==> src/dram_mode_pkg.sv <==
// constants, field layout and carrier types of the mode word zero decode block
package dram_mode_pkg;
   localparam int MODE_W = 19;
   localparam int COL_W = 10;
   localparam int BEAT_W = 3;
   localparam int LAT_W = 5;

   // -----------------------------------------------------------------
   // field positions in mode_config_zero
   // -----------------------------------------------------------------
   localparam int BL_LO = 0;
   localparam int BL_HI = 1;
   localparam int CL_EXT_BIT = 2;
   localparam int ORDER_BIT = 3;
   localparam int CL_LO = 4;
   localparam int CL_HI = 6;
   localparam int DLL_RST_BIT = 8;
   localparam int WR_LO = 9;
   localparam int WR_HI = 11;
   localparam int PD_BIT = 12;
   localparam int SEL_LO = 16;
   localparam int SEL_HI = 17;

   localparam logic [MODE_W-1:0] MODE_RESET = 19'h00000;
   localparam logic [1:0] SEL_WORD0 = 2'h0;

   localparam logic [1:0] BL_FIXED8 = 2'h0;
   localparam logic [1:0] BL_OTF = 2'h1;
   localparam logic [1:0] BL_CHOP4 = 2'h2;

   localparam logic [LAT_W-1:0] CL_BASE_LOW = 5'h04;
   localparam logic [LAT_W-1:0] CL_BASE_HIGH = 5'h0C;
   localparam logic [LAT_W-1:0] CL_MIN = 5'h05;
   localparam logic [LAT_W-1:0] CL_MAX = 5'h0E;

   localparam logic [BEAT_W-1:0] LAST_BEAT = 3'h7;
   localparam logic [BEAT_W-1:0] CHOP_LAST = 3'h3;

   // lock wait is a plain clock count, not a time
   localparam logic [9:0] DLL_LOCK_CYCLES = 10'h200;

   // -----------------------------------------------------------------
   // carriers
   // -----------------------------------------------------------------
   typedef struct packed {
      logic mode_set;
      logic read;
      logic write;
      logic on_the_fly_length_bit;
      logic [COL_W-1:0] col;
      logic [MODE_W-1:0] word;
   } cmd_t;

   typedef struct packed {
      logic valid;
      logic rd;
      logic drive;
      logic wr_en;
      logic chop_four_burst;
      logic [BEAT_W-1:0] idx;
      logic [COL_W-1:0] col;
   } beat_t;

   typedef struct packed {
      logic [LAT_W-1:0] read_latency;
      logic [LAT_W-1:0] write_recovery;
      logic burst_ordering;
      logic precharge_powerdown_dll_option;
      logic illegal;
   } cfg_t;

   typedef enum logic [1:0] {
      ST_IDLE = 2'b00,
      ST_WAIT = 2'b01,
      ST_BURST = 2'b10
   } state_t;
endpackage

==> src/dram_mode_word0_burst_decode.sv <==
// mode word zero register, dll reset wait and burst column ordering
`timescale 1ns/1ps

//
// Contract
// - field 01: on-the-fly bit picks chop or eight
// - block from upper bits, low bits start
// - columns wrap inside block, never cross
// - bit 3 picks sequential or interleaved
// - chop sequential read rotates nibble, then Z
// - chop interleaved read is start xor beat
// - chop write ascending nibble, low bits ignored
// - eight sequential read rotates both nibbles
// - eight interleaved read is start xor beat
// - eight write always columns zero to seven
// - chop and eight start at same time
// - bit 8 starts dll reset, self-clears
// - bits 11:9 set write recovery cycles
// - bit 12 stops or keeps dll in powerdown
// - read latency from bits 6:4 plus extension bit 2, 5..14
// - first read data at edge n plus m
module dram_mode_word0_burst_decode
(
   input wire logic i_clk,
   input wire logic i_rst,
   input wire dram_mode_pkg::cmd_t i_cmd,
   input wire logic i_cke,
   input wire logic i_pd_active,
   output dram_mode_pkg::beat_t o_beat,
   output dram_mode_pkg::cfg_t o_cfg,
   output logic o_dll_locked,
   output logic o_dll_run,
   output logic o_busy
);
   import dram_mode_pkg::*;

   // -----------------------------------------------------------------
   // decode functions
   // -----------------------------------------------------------------
   function automatic logic [LAT_W-1:0] wr_decode(input logic [2:0] code);
      logic [LAT_W-1:0] r;
      r = 5'h10;
      unique case (code)
         3'h1: r = 5'h05;
         3'h2: r = 5'h06;
         3'h3: r = 5'h07;
         3'h4: r = 5'h08;
         3'h5: r = 5'h0A;
         3'h6: r = 5'h0C;
         3'h7: r = 5'h0E;
         3'h0: r = 5'h10;
      endcase
      return r;
   endfunction

   // extension bit lifts the three-bit code into the upper range
   function automatic logic [LAT_W-1:0] cl_decode(input logic [2:0] code, input logic ext);
      logic [LAT_W-1:0] base;
      base = ext ? CL_BASE_HIGH : CL_BASE_LOW;
      return base + {2'h0, code};
   endfunction

   function automatic logic chop_pick(input logic [1:0] bl, input logic otf);
      logic r;
      r = 1'b0;
      unique case (bl)
         BL_FIXED8: r = 1'b0;
         BL_OTF: r = ~otf;
         BL_CHOP4: r = 1'b1;
         default: r = 1'b0;
      endcase
      return r;
   endfunction

   // column low bits for a beat; the upper column bits never change
   function automatic logic [2:0] beat_col(input logic [2:0] s, input logic [2:0] b,
                                           input logic ilv, input logic wr, input logic chop);
      logic [2:0] r;
      if (wr)
         r = chop ? {s[2], b[1:0]} : b;
      else if (ilv)
         r = chop ? (s ^ {1'b0, b[1:0]}) : (s ^ b);
      else
         // a chop keeps its nibble even in the idle tail slots
         r = {s[2] ^ (b[2] & ~chop), s[1:0] + b[1:0]};
      return r;
   endfunction

   // -----------------------------------------------------------------
   // mode word zero
   // -----------------------------------------------------------------
   logic [MODE_W-1:0] mode_reg;
   logic word0_hit;
   logic cl_bad;
   logic [LAT_W-1:0] cl_val;

   assign word0_hit = i_cmd.mode_set && (i_cmd.word[SEL_HI:SEL_LO] == SEL_WORD0);
   assign cl_val = cl_decode(mode_reg[CL_HI:CL_LO], mode_reg[CL_EXT_BIT]);
   assign cl_bad = (cl_val < CL_MIN) || (cl_val > CL_MAX);

   always_ff @(posedge i_clk)
   begin
      if (i_rst)
         mode_reg <= MODE_RESET;
      else if (word0_hit)
         mode_reg <= i_cmd.word & ~(19'h00001 << DLL_RST_BIT);
   end

   always_ff @(posedge i_clk)
   begin
      if (i_rst)
         o_cfg <= '0;
      else
      begin
         o_cfg.read_latency <= cl_val;
         o_cfg.write_recovery <= wr_decode(mode_reg[WR_HI:WR_LO]);
         o_cfg.burst_ordering <= mode_reg[ORDER_BIT];
         o_cfg.precharge_powerdown_dll_option <= mode_reg[PD_BIT];
         o_cfg.illegal <= cl_bad || (mode_reg[BL_HI:BL_LO] == 2'h3);
      end
   end

   // dll stops in precharge powerdown only when the option bit is clear
   always_ff @(posedge i_clk)
   begin
      if (i_rst)
         o_dll_run <= 1'b0;
      else
         o_dll_run <= !(i_pd_active && !mode_reg[PD_BIT]);
   end

   // -----------------------------------------------------------------
   // dll reset and lock wait
   // -----------------------------------------------------------------
   logic [9:0] lock_cnt;

   // the wait only advances while clock enable is held high
   always_ff @(posedge i_clk)
   begin
      if (i_rst)
         lock_cnt <= '0;
      else if (word0_hit && i_cmd.word[DLL_RST_BIT])
         lock_cnt <= DLL_LOCK_CYCLES;
      else if (lock_cnt != '0 && i_cke)
         lock_cnt <= lock_cnt - 10'h001;
   end

   always_ff @(posedge i_clk)
   begin
      if (i_rst)
         o_dll_locked <= 1'b0;
      else if (word0_hit && i_cmd.word[DLL_RST_BIT])
         o_dll_locked <= 1'b0;
      else
         o_dll_locked <= (lock_cnt == 10'h001 && i_cke) || (lock_cnt == '0 && o_dll_locked);
   end

   // -----------------------------------------------------------------
   // burst sequencer
   // -----------------------------------------------------------------
   state_t state_reg;
   logic [LAT_W-1:0] wait_reg;
   logic [BEAT_W-1:0] idx_reg;
   logic [COL_W-1:0] start_reg;
   logic rd_reg;
   logic chop_reg;
   logic ilv_reg;
   logic take;
   logic [BEAT_W-1:0] idx_next;
   logic [2:0] col_next;
   logic emit;

   // a command arriving while a burst is in flight is dropped
   assign take = (state_reg == ST_IDLE) && (i_cmd.read || i_cmd.write);
   assign emit = (state_reg == ST_WAIT && wait_reg == 5'h01) || (state_reg == ST_BURST);
   assign idx_next = (state_reg == ST_BURST) ? idx_reg + 3'h1 : 3'h0;
   assign col_next = beat_col(start_reg[2:0], idx_next, ilv_reg, !rd_reg, chop_reg);

   always_ff @(posedge i_clk)
   begin
      if (i_rst)
         state_reg <= ST_IDLE;
      else
      begin
         unique case (state_reg)
            ST_IDLE:
               if (take)
                  state_reg <= ST_WAIT;
            ST_WAIT:
               if (wait_reg == 5'h01)
                  state_reg <= ST_BURST;
            ST_BURST:
               if (idx_reg == LAST_BEAT - 3'h1)
                  state_reg <= ST_IDLE;
         endcase
      end
   end

   // chop runs the same eight slots as a full burst, so start time matches
   always_ff @(posedge i_clk)
   begin
      if (i_rst)
         wait_reg <= '0;
      else if (take)
         wait_reg <= o_cfg.read_latency;
      else if (state_reg == ST_WAIT)
         wait_reg <= wait_reg - 5'h01;
   end

   always_ff @(posedge i_clk)
   begin
      if (i_rst)
      begin
         start_reg <= '0;
         rd_reg <= 1'b0;
         chop_reg <= 1'b0;
         ilv_reg <= 1'b0;
      end
      else if (take)
      begin
         start_reg <= i_cmd.col;
         rd_reg <= i_cmd.read;
         chop_reg <= chop_pick(mode_reg[BL_HI:BL_LO], i_cmd.on_the_fly_length_bit);
         ilv_reg <= mode_reg[ORDER_BIT];
      end
   end

   always_ff @(posedge i_clk)
   begin
      if (i_rst)
         idx_reg <= '0;
      else if (emit)
         idx_reg <= idx_next;
   end

   // upper column bits come from the command unchanged, so the burst wraps
   always_ff @(posedge i_clk)
   begin
      if (i_rst)
         o_beat <= '0;
      else
      begin
         o_beat.valid <= emit;
         o_beat.rd <= emit && rd_reg;
         o_beat.drive <= emit && rd_reg && !(chop_reg && idx_next > CHOP_LAST);
         o_beat.wr_en <= emit && !rd_reg && !(chop_reg && idx_next > CHOP_LAST);
         o_beat.chop_four_burst <= chop_reg;
         o_beat.idx <= idx_next;
         o_beat.col <= {start_reg[COL_W-1:3], col_next};
      end
   end

   always_ff @(posedge i_clk)
   begin
      if (i_rst)
         o_busy <= 1'b0;
      else
         o_busy <= (state_reg != ST_IDLE && !(state_reg == ST_BURST && idx_reg == LAST_BEAT - 3'h1)) || take;
   end

   // -----------------------------------------------------------------
   // checks
   // -----------------------------------------------------------------
   logic [LAT_W:0] since_take;

   always_ff @(posedge i_clk)
   begin
      if (i_rst || take)
         since_take <= '0;
      else if (state_reg == ST_WAIT)
         since_take <= since_take + 6'h01;
   end

   a_rl_first_beat: assert property (@(posedge i_clk) disable iff (i_rst)
      $rose(o_beat.valid) |-> since_take == {1'b0, o_cfg.read_latency})
      else $error("first beat not at latency");

   a_eight_slots: assert property (@(posedge i_clk) disable iff (i_rst)
      $rose(o_beat.valid) |-> o_beat.valid[*8] ##1 !o_beat.valid)
      else $error("burst did not take eight slots");

   a_chop_tristate: assert property (@(posedge i_clk) disable iff (i_rst)
      o_beat.valid && o_beat.chop_four_burst && o_beat.idx > CHOP_LAST |-> !o_beat.drive && !o_beat.wr_en)
      else $error("chop tail not idle");

   a_block_wrap: assert property (@(posedge i_clk) disable iff (i_rst)
      o_beat.valid |-> o_beat.col[COL_W-1:3] == start_reg[COL_W-1:3]
         && (!o_beat.chop_four_burst || o_beat.rd == 1'b0 || o_beat.col[2] == start_reg[2]))
      else $error("burst left its block");

   a_interleave_order: assert property (@(posedge i_clk) disable iff (i_rst)
      o_beat.rd && ilv_reg && !o_beat.chop_four_burst |-> o_beat.col[2:0] == (start_reg[2:0] ^ o_beat.idx))
      else $error("interleaved order wrong");

   a_seq_order: assert property (@(posedge i_clk) disable iff (i_rst)
      o_beat.rd && !ilv_reg |-> o_beat.col[1:0] == start_reg[1:0] + o_beat.idx[1:0])
      else $error("sequential rotation wrong");

   a_write_ascend: assert property (@(posedge i_clk) disable iff (i_rst)
      o_beat.valid && !o_beat.rd && !o_beat.chop_four_burst |-> o_beat.col[2:0] == o_beat.idx)
      else $error("eight write not ascending");

   a_chop_write: assert property (@(posedge i_clk) disable iff (i_rst)
      o_beat.wr_en && o_beat.chop_four_burst |-> o_beat.col[2:0] == {start_reg[2], o_beat.idx[1:0]})
      else $error("chop write order wrong");

   a_dll_self_clear: assert property (@(posedge i_clk) disable iff (i_rst)
      word0_hit && i_cmd.word[DLL_RST_BIT] |=> !mode_reg[DLL_RST_BIT] && !o_dll_locked ##1 !o_dll_locked)
      else $error("dll reset not self-clearing");

   a_pd_dll_stop: assert property (@(posedge i_clk) disable iff (i_rst)
      i_pd_active && !mode_reg[PD_BIT] |=> !o_dll_run)
      else $error("dll kept running in powerdown");

   a_otf_pick: assert property (@(posedge i_clk) disable iff (i_rst)
      take && mode_reg[BL_HI:BL_LO] == BL_OTF |=> chop_reg == !$past(i_cmd.on_the_fly_length_bit))
      else $error("on-the-fly length misread");

   a_chop_interleave: assert property (@(posedge i_clk) disable iff (i_rst)
      o_beat.drive && o_beat.chop_four_burst && ilv_reg |-> o_beat.col[2:0] == (start_reg[2:0] ^ {1'b0, o_beat.idx[1:0]}))
      else $error("chop interleaved order wrong");

   a_lock_hold_cke: assert property (@(posedge i_clk) disable iff (i_rst)
      !i_cke && lock_cnt != '0 && !(word0_hit && i_cmd.word[DLL_RST_BIT]) |=> lock_cnt == $past(lock_cnt))
      else $error("lock wait advanced with clock enable low");

   a_wr_range: assert property (@(posedge i_clk) disable iff (i_rst)
      mode_reg[WR_HI:WR_LO] != 3'h0 |=> o_cfg.write_recovery >= 5'h05 && o_cfg.write_recovery <= 5'h0E)
      else $error("write recovery out of range");

   a_latency_range: assert property (@(posedge i_clk) disable iff (i_rst)
      !cl_bad |=> o_cfg.read_latency >= CL_MIN && o_cfg.read_latency <= CL_MAX)
      else $error("read latency out of range");

   a_busy_drop: assert property (@(posedge i_clk) disable iff (i_rst)
      o_busy && (i_cmd.read || i_cmd.write) |=> $stable(start_reg) && $stable(rd_reg))
      else $error("command taken while busy");
endmodule

==> config.mk <==
export PLATFORM = sky130hd
export DESIGN_NAME = dram_mode_word0_burst_decode
export DESIGN_NICKNAME = d
export VERILOG_FILES = /design/src/dram_mode_pkg.sv /design/src/dram_mode_word0_burst_decode.sv
export SDC_FILE = /design/constraint.sdc
export NUM_CORES = 1
export LEC_CHECK = 0
export BUFFER_PORTS_ARGS = -buffer_cell sky130_fd_sc_hd__clkbuf_2
export CORE_MARGIN = 2
export CORE_UTILIZATION = 42
export CTS_BUF_LIST = sky130_fd_sc_hd__clkbuf_16
export DETAILED_ROUTE_END_ITERATION = 12
export GPL_ROUTABILITY_DRIVEN = 0
export PLACE_DENSITY = 0.65
export SLEW_MARGIN = 30
export SYNTH_ARGS = -nofsm -noshare
export SYNTH_HDL_FRONTEND = slang
export SYNTH_SLANG_ARGS = --single-unit
==> constraint.sdc <==
create_clock -name i_clk -period 4.7 [get_ports i_clk]
set_input_delay 0.94 -clock i_clk [delete_from_list [all_inputs] [get_ports i_clk]]
set_output_delay 0.94 -clock i_clk [all_outputs]
set_load 0.02 [all_outputs]
-- Word level (Yosys, flattened, before mapping)
Memory sizes are Yosys's and may differ from the RTL's. A register that Yosys moved wholly into a read port is not among the register bits.
Index checks and enable logic that the tools add are counted.
- memory bits (read-only): 40
- register bits after elaboration: 74
- input port bits: 37
- logic and storage cells: 100
- output and inout port bits: 34
- memories: 1
- eq/ne operators: 11
- order comparisons: 3
- bitwise gates (word level): 6
- reductions and logical operators: 35
- add/sub/neg operators: 5
- multiplexer cells: 15
- memories (memory ; words ; width ; rd ports ; clocked after memory_dff ; write ports ; line ; source):
    (name not given) ; 8 ; 5 ; 1 ; 1 ; 0 ; dram_mode_word0_burst_decode.sv:43 ; unique case (code)
- operators by type and width (kind ; count):
    $mux W10 ; 2
    $logic_and A1 B1 Y1 ; 15
    $mux W3 ; 5
    $eq A10 B1 Y1 const B ; 1
    $logic_not A10 Y1 ; 1
    $mux W5 ; 2
    $reduce_bool A10 Y1 ; 1
    $sub A10 B1 Y10 const B ; 1
    $eq A2 B2 Y1 const B ; 3
    $logic_or A1 B1 Y1 ; 6
    $mux W2 ; 3
    $pmux W2 S3 ; 1
    $reduce_bool A2 Y1 ; 3
    $add A4 B3 Y5 ; 1
    $eq A5 B1 Y1 const B ; 1
    $gt A5 B4 Y1 const B ; 1
    $logic_not A1 Y1 ; 5
    $lt A5 B3 Y1 const B ; 1
    $sub A5 B1 Y5 const B ; 1
    $eq A2 B1 Y1 const B ; 2
    $logic_not A2 Y1 ; 2
    $mux W4 ; 1
    $ne A2 B2 Y1 const B ; 2
    $add A3 B1 Y3 const B ; 1
    12 further kinds ; 13

-- Longest topological paths before layout
Gate-level depths: netlist of the first run.
- depth after elaboration: 6
- depth in mapped cells: 9
- mapped depth without buffers: 9

-- Worst setup path before layout of the first run
Ideal clock, no wire load.
- path kind: input to register
- start point: input port i_cmd[17] (netlist bit)
- end point: register mode_reg[0]
- path slack: 2.520 ns
- required time: 4.572 ns
- data arrival time: 2.052 ns
- buffers on the path: 2
- stages on the path: 6
- setup time: 0.128 ns
- cells stage by stage: nor3b_1 clkbuf_1 clkbuf_1 nor2_1 a21oi_1 nor2_1
- word-level cells in the longest chain between the ends: 2
- RTL lines (item ; line ; source):
    start: declaration ; dram_mode_word0_burst_decode.sv:26 ; input wire dram_mode_pkg::cmd_t i_cmd,
    $logic_not A2 Y1 ; dram_mode_word0_burst_decode.sv:97 ; assign word0_hit = i_cmd.mode_set && (i_cmd.word[SEL_HI:SEL_LO] == SEL_WORD0);
    $logic_and A1 B1 Y1 ; dram_mode_word0_burst_decode.sv:97 ;
    end signal: assignment ; dram_mode_word0_burst_decode.sv:106 ; mode_reg <= i_cmd.word & ~(19'h00001 << DLL_RST_BIT);
    end: declaration ; dram_mode_word0_burst_decode.sv:92 ; logic [MODE_W-1:0] mode_reg;
No other way between the ends.
A chain may end at the register's enable or synchronous reset.

-- Final worst setup path of the first run
- start point: input port i_rst
- end point: register lock_cnt[3]
- word-level cells in the longest chain between the ends: 1
- RTL lines (item ; line ; source):
    start: declaration ; dram_mode_word0_burst_decode.sv:25 ; input wire logic i_rst,
    $reduce_or A2 Y1 (no line) ; -- ;
    end signal: assignment ; dram_mode_word0_burst_decode.sv:145 ; lock_cnt <= lock_cnt - 10'h001;
    end: declaration ; dram_mode_word0_burst_decode.sv:135 ; logic [9:0] lock_cnt;
No other way between the ends.

==> results of run 1 <==
cells in the final DEF (no fill, tap or decap), types with 4 or more instances in the layout:
cell       Yosys  routed
a211oi_1       6       6
a21oi_1       36      36
clkbuf_16      0       9
clkbuf_2       0      65
dfxtp_1       78      78
ha_1          18      18
inv_1         20      21
mux2i_1        7       7
nand2_1       36      36
nor2_1        38      38
nor2b_1       17      17
nor3_1         4       4
nor4_1         4       4
o21ai_0        4       4
xnor2_1        5       5
xor2_1         4       4
per-stage QoR:
stage	std cells	instance area (µm²)	hold WS [ns]	power [mW]	utilization, %
after floorplan	333	3080	0.417	1.25	-
after global placement	487	3510	0.432	1.36	48.9
after detailed placement	487	3510	0.442	1.38	48.9
after CTS	503	3830	0.449	2.13	53.4
after global routing	503	3830	0.470	2.23	53.4
final	503	3830	0.449	2.10	53.4
power by group through the flow:
stage / combinational [mW] / sequential (mW) / clock [mW]
after floorplan: 0.405 / 0.845 / 0
after global placement: 0.527 / 0.837 / 0
after detailed placement: 0.539 / 0.842 / 0
after CTS: 0.544 / 0.828 / 0.756
after global routing: 0.609 / 0.843 / 0.782
final: 0.537 / 0.828 / 0.735
per-layer routing:
metal	routed length [µm]	up-vias	GRT usage [%]
met5	0	-	0
met4	83	0	6.78
met3	321	7	6.31
met2	2760	54	25.7
met1	2790	1081	18.9
li1	-	1258	-
worst max path at each step:
| stage | slack, ns | cells past startpoint | to | start |
|---|---|---|---|---|
| after floorplan | 2.52 | 6 | mode_reg[0]$_SDFFE_PP0P_ | i_cmd[17] |
| after global placement | 2.32 | 4 | lock_cnt[3]$_SDFFE_PP0P_ | i_rst |
| after detailed placement | 2.29 | 4 | lock_cnt[3]$_SDFFE_PP0P_ | i_rst |
| after CTS | 2.65 | 4 | lock_cnt[3]$_SDFFE_PP0P_ | i_rst |
| after global routing | 2.56 | 4 | lock_cnt[3]$_SDFFE_PP0P_ | i_rst |
| final | 2.65 | 4 | lock_cnt[3]$_SDFFE_PP0P_ | i_rst |
cell families after synthesis:
| kind of cell | count (synthesis) |
|---|---|
| compound gates | 65 |
| xor+xnor | 9 |
| fa+ha+maj | 18 |
| buf+inv | 33 |
| flops | 78 |
| mux | 7 |
| simple gates | 123 |
layout make-up:
class                   instances  area [µm²]
repair buffers                 68         348
fillers                       688        3340
clock buffers                   9         225
inverters                      20        75.1
multi-input cells             222        1400
clock inverters                 7        98.8
well taps                      99         124
flip-flops and latches         78        1560
critical path, cell delays in order:
cell and delay, ns:
clkbuf_2 0.61, a21o_1 0.37, nor4_1 0.10, a31o_2 0.23
==> flow_summary.toml, run 1 <==
[run_status]
status = "completed"

[logic_synthesis]
syn_nets = 388
synth-seq-area-share_pct = 50.7
synth-simple-area-share_pct = 19.8
synth.most_common_cell = "dfxtp_1"
synthTopCellsByArea = "dfxtp_1 (51%), ha_1 (7.3%), a21oi_1 (5.8%)"
synth_top_area_cell = "dfxtp_1"
synth_edf_count = 0
yosys.area.top_type_share_pct = 50.7
avgSynthCellArea_um2 = 9.25
synth-async-reset-ratio_pct = 0
ys_warn_count = 0
syn_inst = 333
ys_ff_latch = 78
synth_xor_area_share_pct = 2.56
synthAdderAreaFrac_pct = 7.31
synth_top_family_by_area = "simple AND/OR/NAND/NOR gates"
ys_types = 44
synth_compound_area_share_pct = 13.4
syn_area_mm2 = 0.00308
synth_common_cells = "dfxtp_1 (78), nor2_1 (38), a21oi_1 (36), nand2_1 (36), inv_1 (20)"
synthFlopType = "dfxtp_1"
yosys-mux-area-fraction_pct = 2.27

[clock_network]
cts.sinks = 78
cts-root-buf = "clkbuf_16"
cts_buffer_depth = 2
htreeDepth = 3
clk_latency_ns = 0.33
cts_tree = "built"
cts_made_buffers = 9
clk_pin_slew_ns = 0.06
post_cts_buffers = 0
postCtsHoldBufs = 0
post_cts_resized = 0

[power_and_ir_drop]
clock_power_share_pct = 35.0
ir_worst_vdd_mv = 0.295
seq_power_share_pct = 39.4
combPwrFrac_pct = 25.6
switching_share_pct = 31.1
p_leak_nw = 1.67
power.density_mw_per_mm2 = 548
p_int_mw = 1.45
switching_power_mw = 0.652

[route]
wl_mm = 5.96
drc = 0
wl_per_cell_um = 11.8
vias_per_cell = 4.77
postRouteAntennaNets = 0
vias = 2400
drt_iter0_drc = 61
drtPass1Iterations = 4

[global_route]
grt_pass1_wl_mm = 9.78
grt_max_degree = 43
grt_pass1_vias = 2156
antenna_found_initial = 0
grtUsageTotal_pct = 16.0
grt-ovfl-total = 0

[critical_path]
crit_required_ns = 4.92
cp-end-kind = "register"
reg2reg_slack_ns = 2.75
worstSetupStartpointType = "input port"
r2r-end = "lock_cnt[3]$_SDFFE_PP0P_"
reg2reg_depth = 6
critPathArrivalTime_ns = 2.27
critical_path_class = "in2reg"
r2r_start = "lock_cnt[0]$_SDFFE_PP0P_"
path_max_fanout = 42

[worst_hold_path]
hold_depth = 1
min_from = "mode_reg[10]$_SDFFE_PP0P_"
hold_end = "o_cfg[7]$_SDFF_PP0_"
holdCritPathClass = "reg2reg"

[timing]
fmax_mhz = 489
finClkSkew_ns = 0.00687
finalMaxSlewViolations = 0
worst_pin_slew_ns = 0.819
fin_crit_ns = 2.05
rsz0062_at_grt = "false"
slew_headroom_pct = 45.4
post-route-period-util_pct = 43.5
setup_slack_ns = 2.65
hold_viol_final = 0
finalSetupTns_ns = 0
setup_violations = 0

[finish]
largest_reg_flops = 18
area_growth_pct = 24.4
drive_above_1_share_pct = 22.5
nets = 454
diodes = 0

[place]
io_buffers = 65
pre_cts_ws_ns = 2.29
dp_hpwl_mm = 4.24

[floorplan]
start_util_pct = 42.9
fp-row-count = 31
die_y_um = 89.7
dieWidth_um = 89.7
die_area_mm2 = 0.00804
core_area_mm2 = 0.00718
ios = 71

[flow_run]
max_cap_viol_count = 0
(Power assumes the default switching activity.)
==> inputs of run 2 (changes only) <==
- clock period: 4.7 -> 1.9 ns (I/O delays scaled with it)
==> run 2 against run 1 <==
Net effect: register-to-register slack worse by 2.6 ns; die area stayed put; via count is 3.0% higher; combinational power grew to 3.0 times the previous value; global-route usage is 0.71 points higher.
==> flow_summary.toml, run 2 (same netlist as run 1, synthesis figures left out) <==
[run_status]
status = "completed"

[critical_path]
crit_required_ns = 2.16
cp-end-kind = "register"
reg2reg_slack_ns = 0.13
path_max_fanout = 3
critical_path_class = "reg2reg"
critPathArrivalTime_ns = 2.03
worstSetupStartpointType = "register"

[timing]
setup_slack_ns = 0.130
worst_pin_slew_ns = 0.529
hold_viol_final = 0
fin_crit_ns = 1.77
finClkSkew_ns = 0.00415
slew_headroom_pct = 64.7
hold_slack_ns = 0.230
setup_violations = 0
finalMaxSlewViolations = 0
rsz0062_at_grt = "false"
post-route-period-util_pct = 93.2
finalSetupTns_ns = 0
fmax_mhz = 565

[finish]
largest_reg_flops = 18
fillers = 687
layout_common_cells = "dfxtp_1 (78), clkbuf_2 (65), nor2_1 (38)"
final_area_mm2 = 0.00392
nets = 469
drive_above_1_share_pct = 24.8
mostFrequentLayoutCell = "dfxtp_1"
area_growth_pct = 27.3
diodes = 0

[floorplan]
core_area_mm2 = 0.00718
start_util_pct = 42.9
die_y_um = 89.7
die_area_mm2 = 0.00804
ios = 71
dieWidth_um = 89.7
fp-row-count = 31

[route]
postRouteAntennaNets = 0
vias = 2473
wl_per_cell_um = 11.6
drtPass1Iterations = 4
drt_iter0_drc = 63
wl_mm = 6.02
vias_per_cell = 4.77
drc = 0

[global_route]
grtUsageTotal_pct = 16.7
antenna_found_initial = 0
grt_max_degree = 21
grt-ovfl-total = 0
grt_pass1_wl_mm = 10.3
grt_pass1_vias = 2342

[clock_network]
cts_buffer_depth = 2
cts_tree = "built"
htreeDepth = 3
clk_pin_slew_ns = 0.05
postCtsHoldBufs = 0
clk_latency_ns = 0.33
cts_made_buffers = 9
cts.sinks = 78
cts-root-buf = "clkbuf_16"

[place]
place_area_mm2 = 0.00361
io_buffers = 65
pre_cts_ws_ns = 0.137
dp_hpwl_mm = 4.41

[power_and_ir_drop]
power.density_mw_per_mm2 = 1340
p_leak_nw = 1.72
clock_power_share_pct = 30.6
switching_power_mw = 1.63
seq_power_share_pct = 39.0
ir_worst_vdd_mv = 0.778
switching_share_pct = 31.1
combPwrFrac_pct = 30.4
p_int_mw = 3.61

[worst_hold_path]
holdCritPathClass = "in2reg"

[flow_run]
max_cap_viol_count = 0
## run 2: metrics by stage
step / cells / total power, mW / util (%)
6_report: 518 / 5.24 / 54.7
5_1_grt: 518 / 5.60 / 54.7
4_1_cts: 517 / 5.21 / 54.3
3_5_place_dp: 501 / 3.58 / 50.4
3_3_place_gp: 501 / 3.55 / 50.4
2_1_floorplan: 333 / 3.09 / -
## run 2: what timing repair did
action                                  CTS  global route
buffers inserted                          0             1
endpoints found under the setup margin    0             2
gates resized for setup                   0             4
## run 2: worst paths after layout
kind / endpoint / cells past startpoint / start
setup / recovery: lock_cnt[5]$_SDFFE_PP0P_ / 7 / lock_cnt[0]$_SDFFE_PP0P_
hold / removal: o_dll_run$_SDFF_PP0_ / 2 / i_pd_active
setup reg to reg: lock_cnt[5]$_SDFFE_PP0P_ / 7 / lock_cnt[0]$_SDFFE_PP0P_
hold reg to reg: start_reg[8]$_SDFFE_PP0P_ / 2 / start_reg[8]$_SDFFE_PP0P_
## run 2: layout make-up
| cell class | count | area, µm² | share of cell area, % |
|---|---|---|---|
| sequential | 78 | 1560 | 39.8 |
| tap | 99 | 124 | 3.16 |
| clock inverter | 7 | 56.3 | 1.44 |
| multi-input combinational | 222 | 1420 | 36.2 |
| timing repair buffer | 83 | 460 | 11.7 |
| inverter | 20 | 75.1 | 1.91 |
| clock buffer | 9 | 225 | 5.74 |
## run 2: power groups by stage
stage / clock network, mW / logic (mW) / registers (mW)
finish: 1.61 / 1.59 / 2.04
global route: 1.71 / 1.81 / 2.08
CTS: 1.64 / 1.53 / 2.04
detailed placement: 0 / 1.51 / 2.07
global placement: 0 / 1.49 / 2.06
floorplan: 0 / 1.00 / 2.09
## run 2: routing by layer
layer | track usage [%] | wire length, µm | vias up
met5 | 0 | 0 | -
met3 | 4.02 | 358 | 10
met1 | 21.0 | 2800 | 1115
met2 | 26.1 | 2740 | 56
met4 | 9.36 | 127 | 0
li1 | - | - | 1292
## run 2: worst max-delay path, cell delays in order, from the launching register on
cell	delay, ns
dfxtp_1	0.34
inv_1	0.06
ha_1	0.21
or3b_4	0.28
nor4_4	0.05
buf_4	0.15
or4_4	0.47
a21oi_2	0.14
==> inputs of run 3 (changes only) <==
- RECOVER_POWER: not set -> 50
==> run 3 against run 2 <==
Net effect: clock power barely moved; critical path depth did not move; critical path type unchanged; worst setup slack got worse by 0.0016 ns; wire length rose by 0.27%; die area did not move; via count fell by 0.61%; largest power group unchanged; register-to-register slack barely moved; final cell count did not move; critical endpoint unchanged; core utilization fell by 0.68 points; clock skew barely moved.
==> flow_summary.toml, run 3 (same netlist as run 1, synthesis figures left out) <==
[finish]
fin_cells = 518
final_area_mm2 = 0.00387
drive_above_1_share_pct = 18.6
mostFrequentLayoutCell = "dfxtp_1"
nets = 469
postLayoutCoreUtil_pct = 54.0
area_growth_pct = 25.7
fillers = 711
diodes = 0
layout_common_cells = "dfxtp_1 (78), clkbuf_2 (45), nor2_1 (38)"
largest_reg_flops = 18

[clock_network]
cts.sinks = 78
cts-root-buf = "clkbuf_16"
cts_made_buffers = 9
cts_buffer_depth = 2
cts_tree = "built"
clk_latency_ns = 0.33
htreeDepth = 3
clk_pin_slew_ns = 0.05

[place]
placed_cells_incl_taps = 501
io_buffers = 65
place_area_mm2 = 0.00361
dp_hpwl_mm = 4.41

[timing]
finalSetupTns_ns = 0
finClkSkew_ns = 0.00441
fmax_mhz = 564
rsz0062_at_grt = "false"
worst_pin_slew_ns = 0.850
setup_violations = 0
hold_viol_final = 0
slew_headroom_pct = 43.3
fin_crit_ns = 1.77
post-route-period-util_pct = 93.3
finalMaxSlewViolations = 0

[route]
wl_per_cell_um = 11.7
drt_iter0_drc = 60
drtPass1Iterations = 4
drc = 0
postRouteAntennaNets = 0
vias = 2458
wl_mm = 6.04
vias_per_cell = 4.75

[critical_path]
critical_path_class = "reg2reg"
path_max_fanout = 3
cp-end-kind = "register"
crit_required_ns = 2.16
reg2reg_slack_ns = 0.13
r2r_start = "lock_cnt[0]$_SDFFE_PP0P_"
worstSetupStartpointType = "register"
r2r-end = "lock_cnt[5]$_SDFFE_PP0P_"
critPathArrivalTime_ns = 2.03
reg2reg_depth = 7

[global_route]
grt_pass1_vias = 2342
grt_max_degree = 21
grtUsageTotal_pct = 16.7
grt_pass1_wl_mm = 10.3
grt-ovfl-total = 0
antenna_found_initial = 0

[floorplan]
die_y_um = 89.7
dieWidth_um = 89.7
die_area_mm2 = 0.00804
core_area_mm2 = 0.00718
ios = 71
start_util_pct = 42.9
fp-row-count = 31

[power_and_ir_drop]
power.density_mw_per_mm2 = 1350
p_leak_nw = 1.63
ir_worst_vdd_mv = 0.777

[worst_hold_path]
hold_depth = 2
holdCritPathClass = "in2reg"
min_from = "i_pd_active"
hold_end = "o_dll_run$_SDFF_PP0_"

[run_status]
status = "completed"

[flow_run]
max_cap_viol_count = 0
-- run 3: cell types whose count changed in the layout (fill, tap and decap cells not counted), sizes merged --
cell,previous run,this run
buf,18,13
clkbuf,74,79
-- run 3: layout make-up --
cell class / instances / area [µm²] / area share, %
Sequential cell: 78 / 1560 / 40.3
Multi-Input combinational cell: 222 / 1420 / 36.5
Clock inverter: 7 / 56.3 / 1.45
Timing Repair Buffer: 83 / 417 / 10.8
Inverter: 20 / 75.1 / 1.94
Clock buffer: 9 / 225 / 5.81
Tap cell: 99 / 124 / 3.20
-- run 3: layer usage --
metal / wire (µm) / global-route usage (%) / share of wire [%] / vias up
met4: 120 / 9.36 / 2.0 / 0
met1: 2840 / 21.0 / 47 / 1106
li1: - / - / - / 1294
met3: 340 / 4.02 / 5.6 / 10
met2: 2740 / 26.1 / 45 / 48
met5: 0 / 0 / 0 / -
-- run 3: power breakdown --
part	switching, mW	total [mW]	leakage, nW	internal (mW)
Sequential	0.183	2.04	0.637	1.86
Combinational	0.832	1.58	0.857	0.748
Clock	0.618	1.61	0.137	0.993
-- run 3: metrics by stage --
stage	setup WS, ns	total power [mW]	hold slack (ns)
floorplan	0.149	3.09	0.417
global placement	0.165	3.55	0.438
detailed placement	0.137	3.58	0.441
CTS	0.106	5.21	0.225
global route	0.00145	5.59	0.248
finish	0.128	5.23	0.230
-- run 3: worst max path at each step --
stage	depth (start not counted)	start	end
after floorplan	6	lock_cnt[0]$_SDFFE_PP0P_	lock_cnt[3]$_SDFFE_PP0P_
after global placement	7	lock_cnt[0]$_SDFFE_PP0P_	lock_cnt[5]$_SDFFE_PP0P_
after detailed placement	7	lock_cnt[0]$_SDFFE_PP0P_	lock_cnt[6]$_SDFFE_PP0P_
after CTS	7	lock_cnt[0]$_SDFFE_PP0P_	lock_cnt[5]$_SDFFE_PP0P_
after global routing	7	lock_cnt[0]$_SDFFE_PP0P_	lock_cnt[4]$_SDFFE_PP0P_
final	7	lock_cnt[0]$_SDFFE_PP0P_	lock_cnt[5]$_SDFFE_PP0P_
-- run 3: critical path, cell delays in order (launching register included) --
cell	delay (ns)
dfxtp_1	0.35
inv_1	0.06
ha_1	0.21
or3b_4	0.28
nor4_4	0.05
buf_4	0.15
or4_4	0.47
a21oi_2	0.14
-- run 3: repair_timing --
item	CTS	global route
resized for setup	0	4
setup endpoints to repair	0	2
setup buffers	0	1
hold buffers	0	0
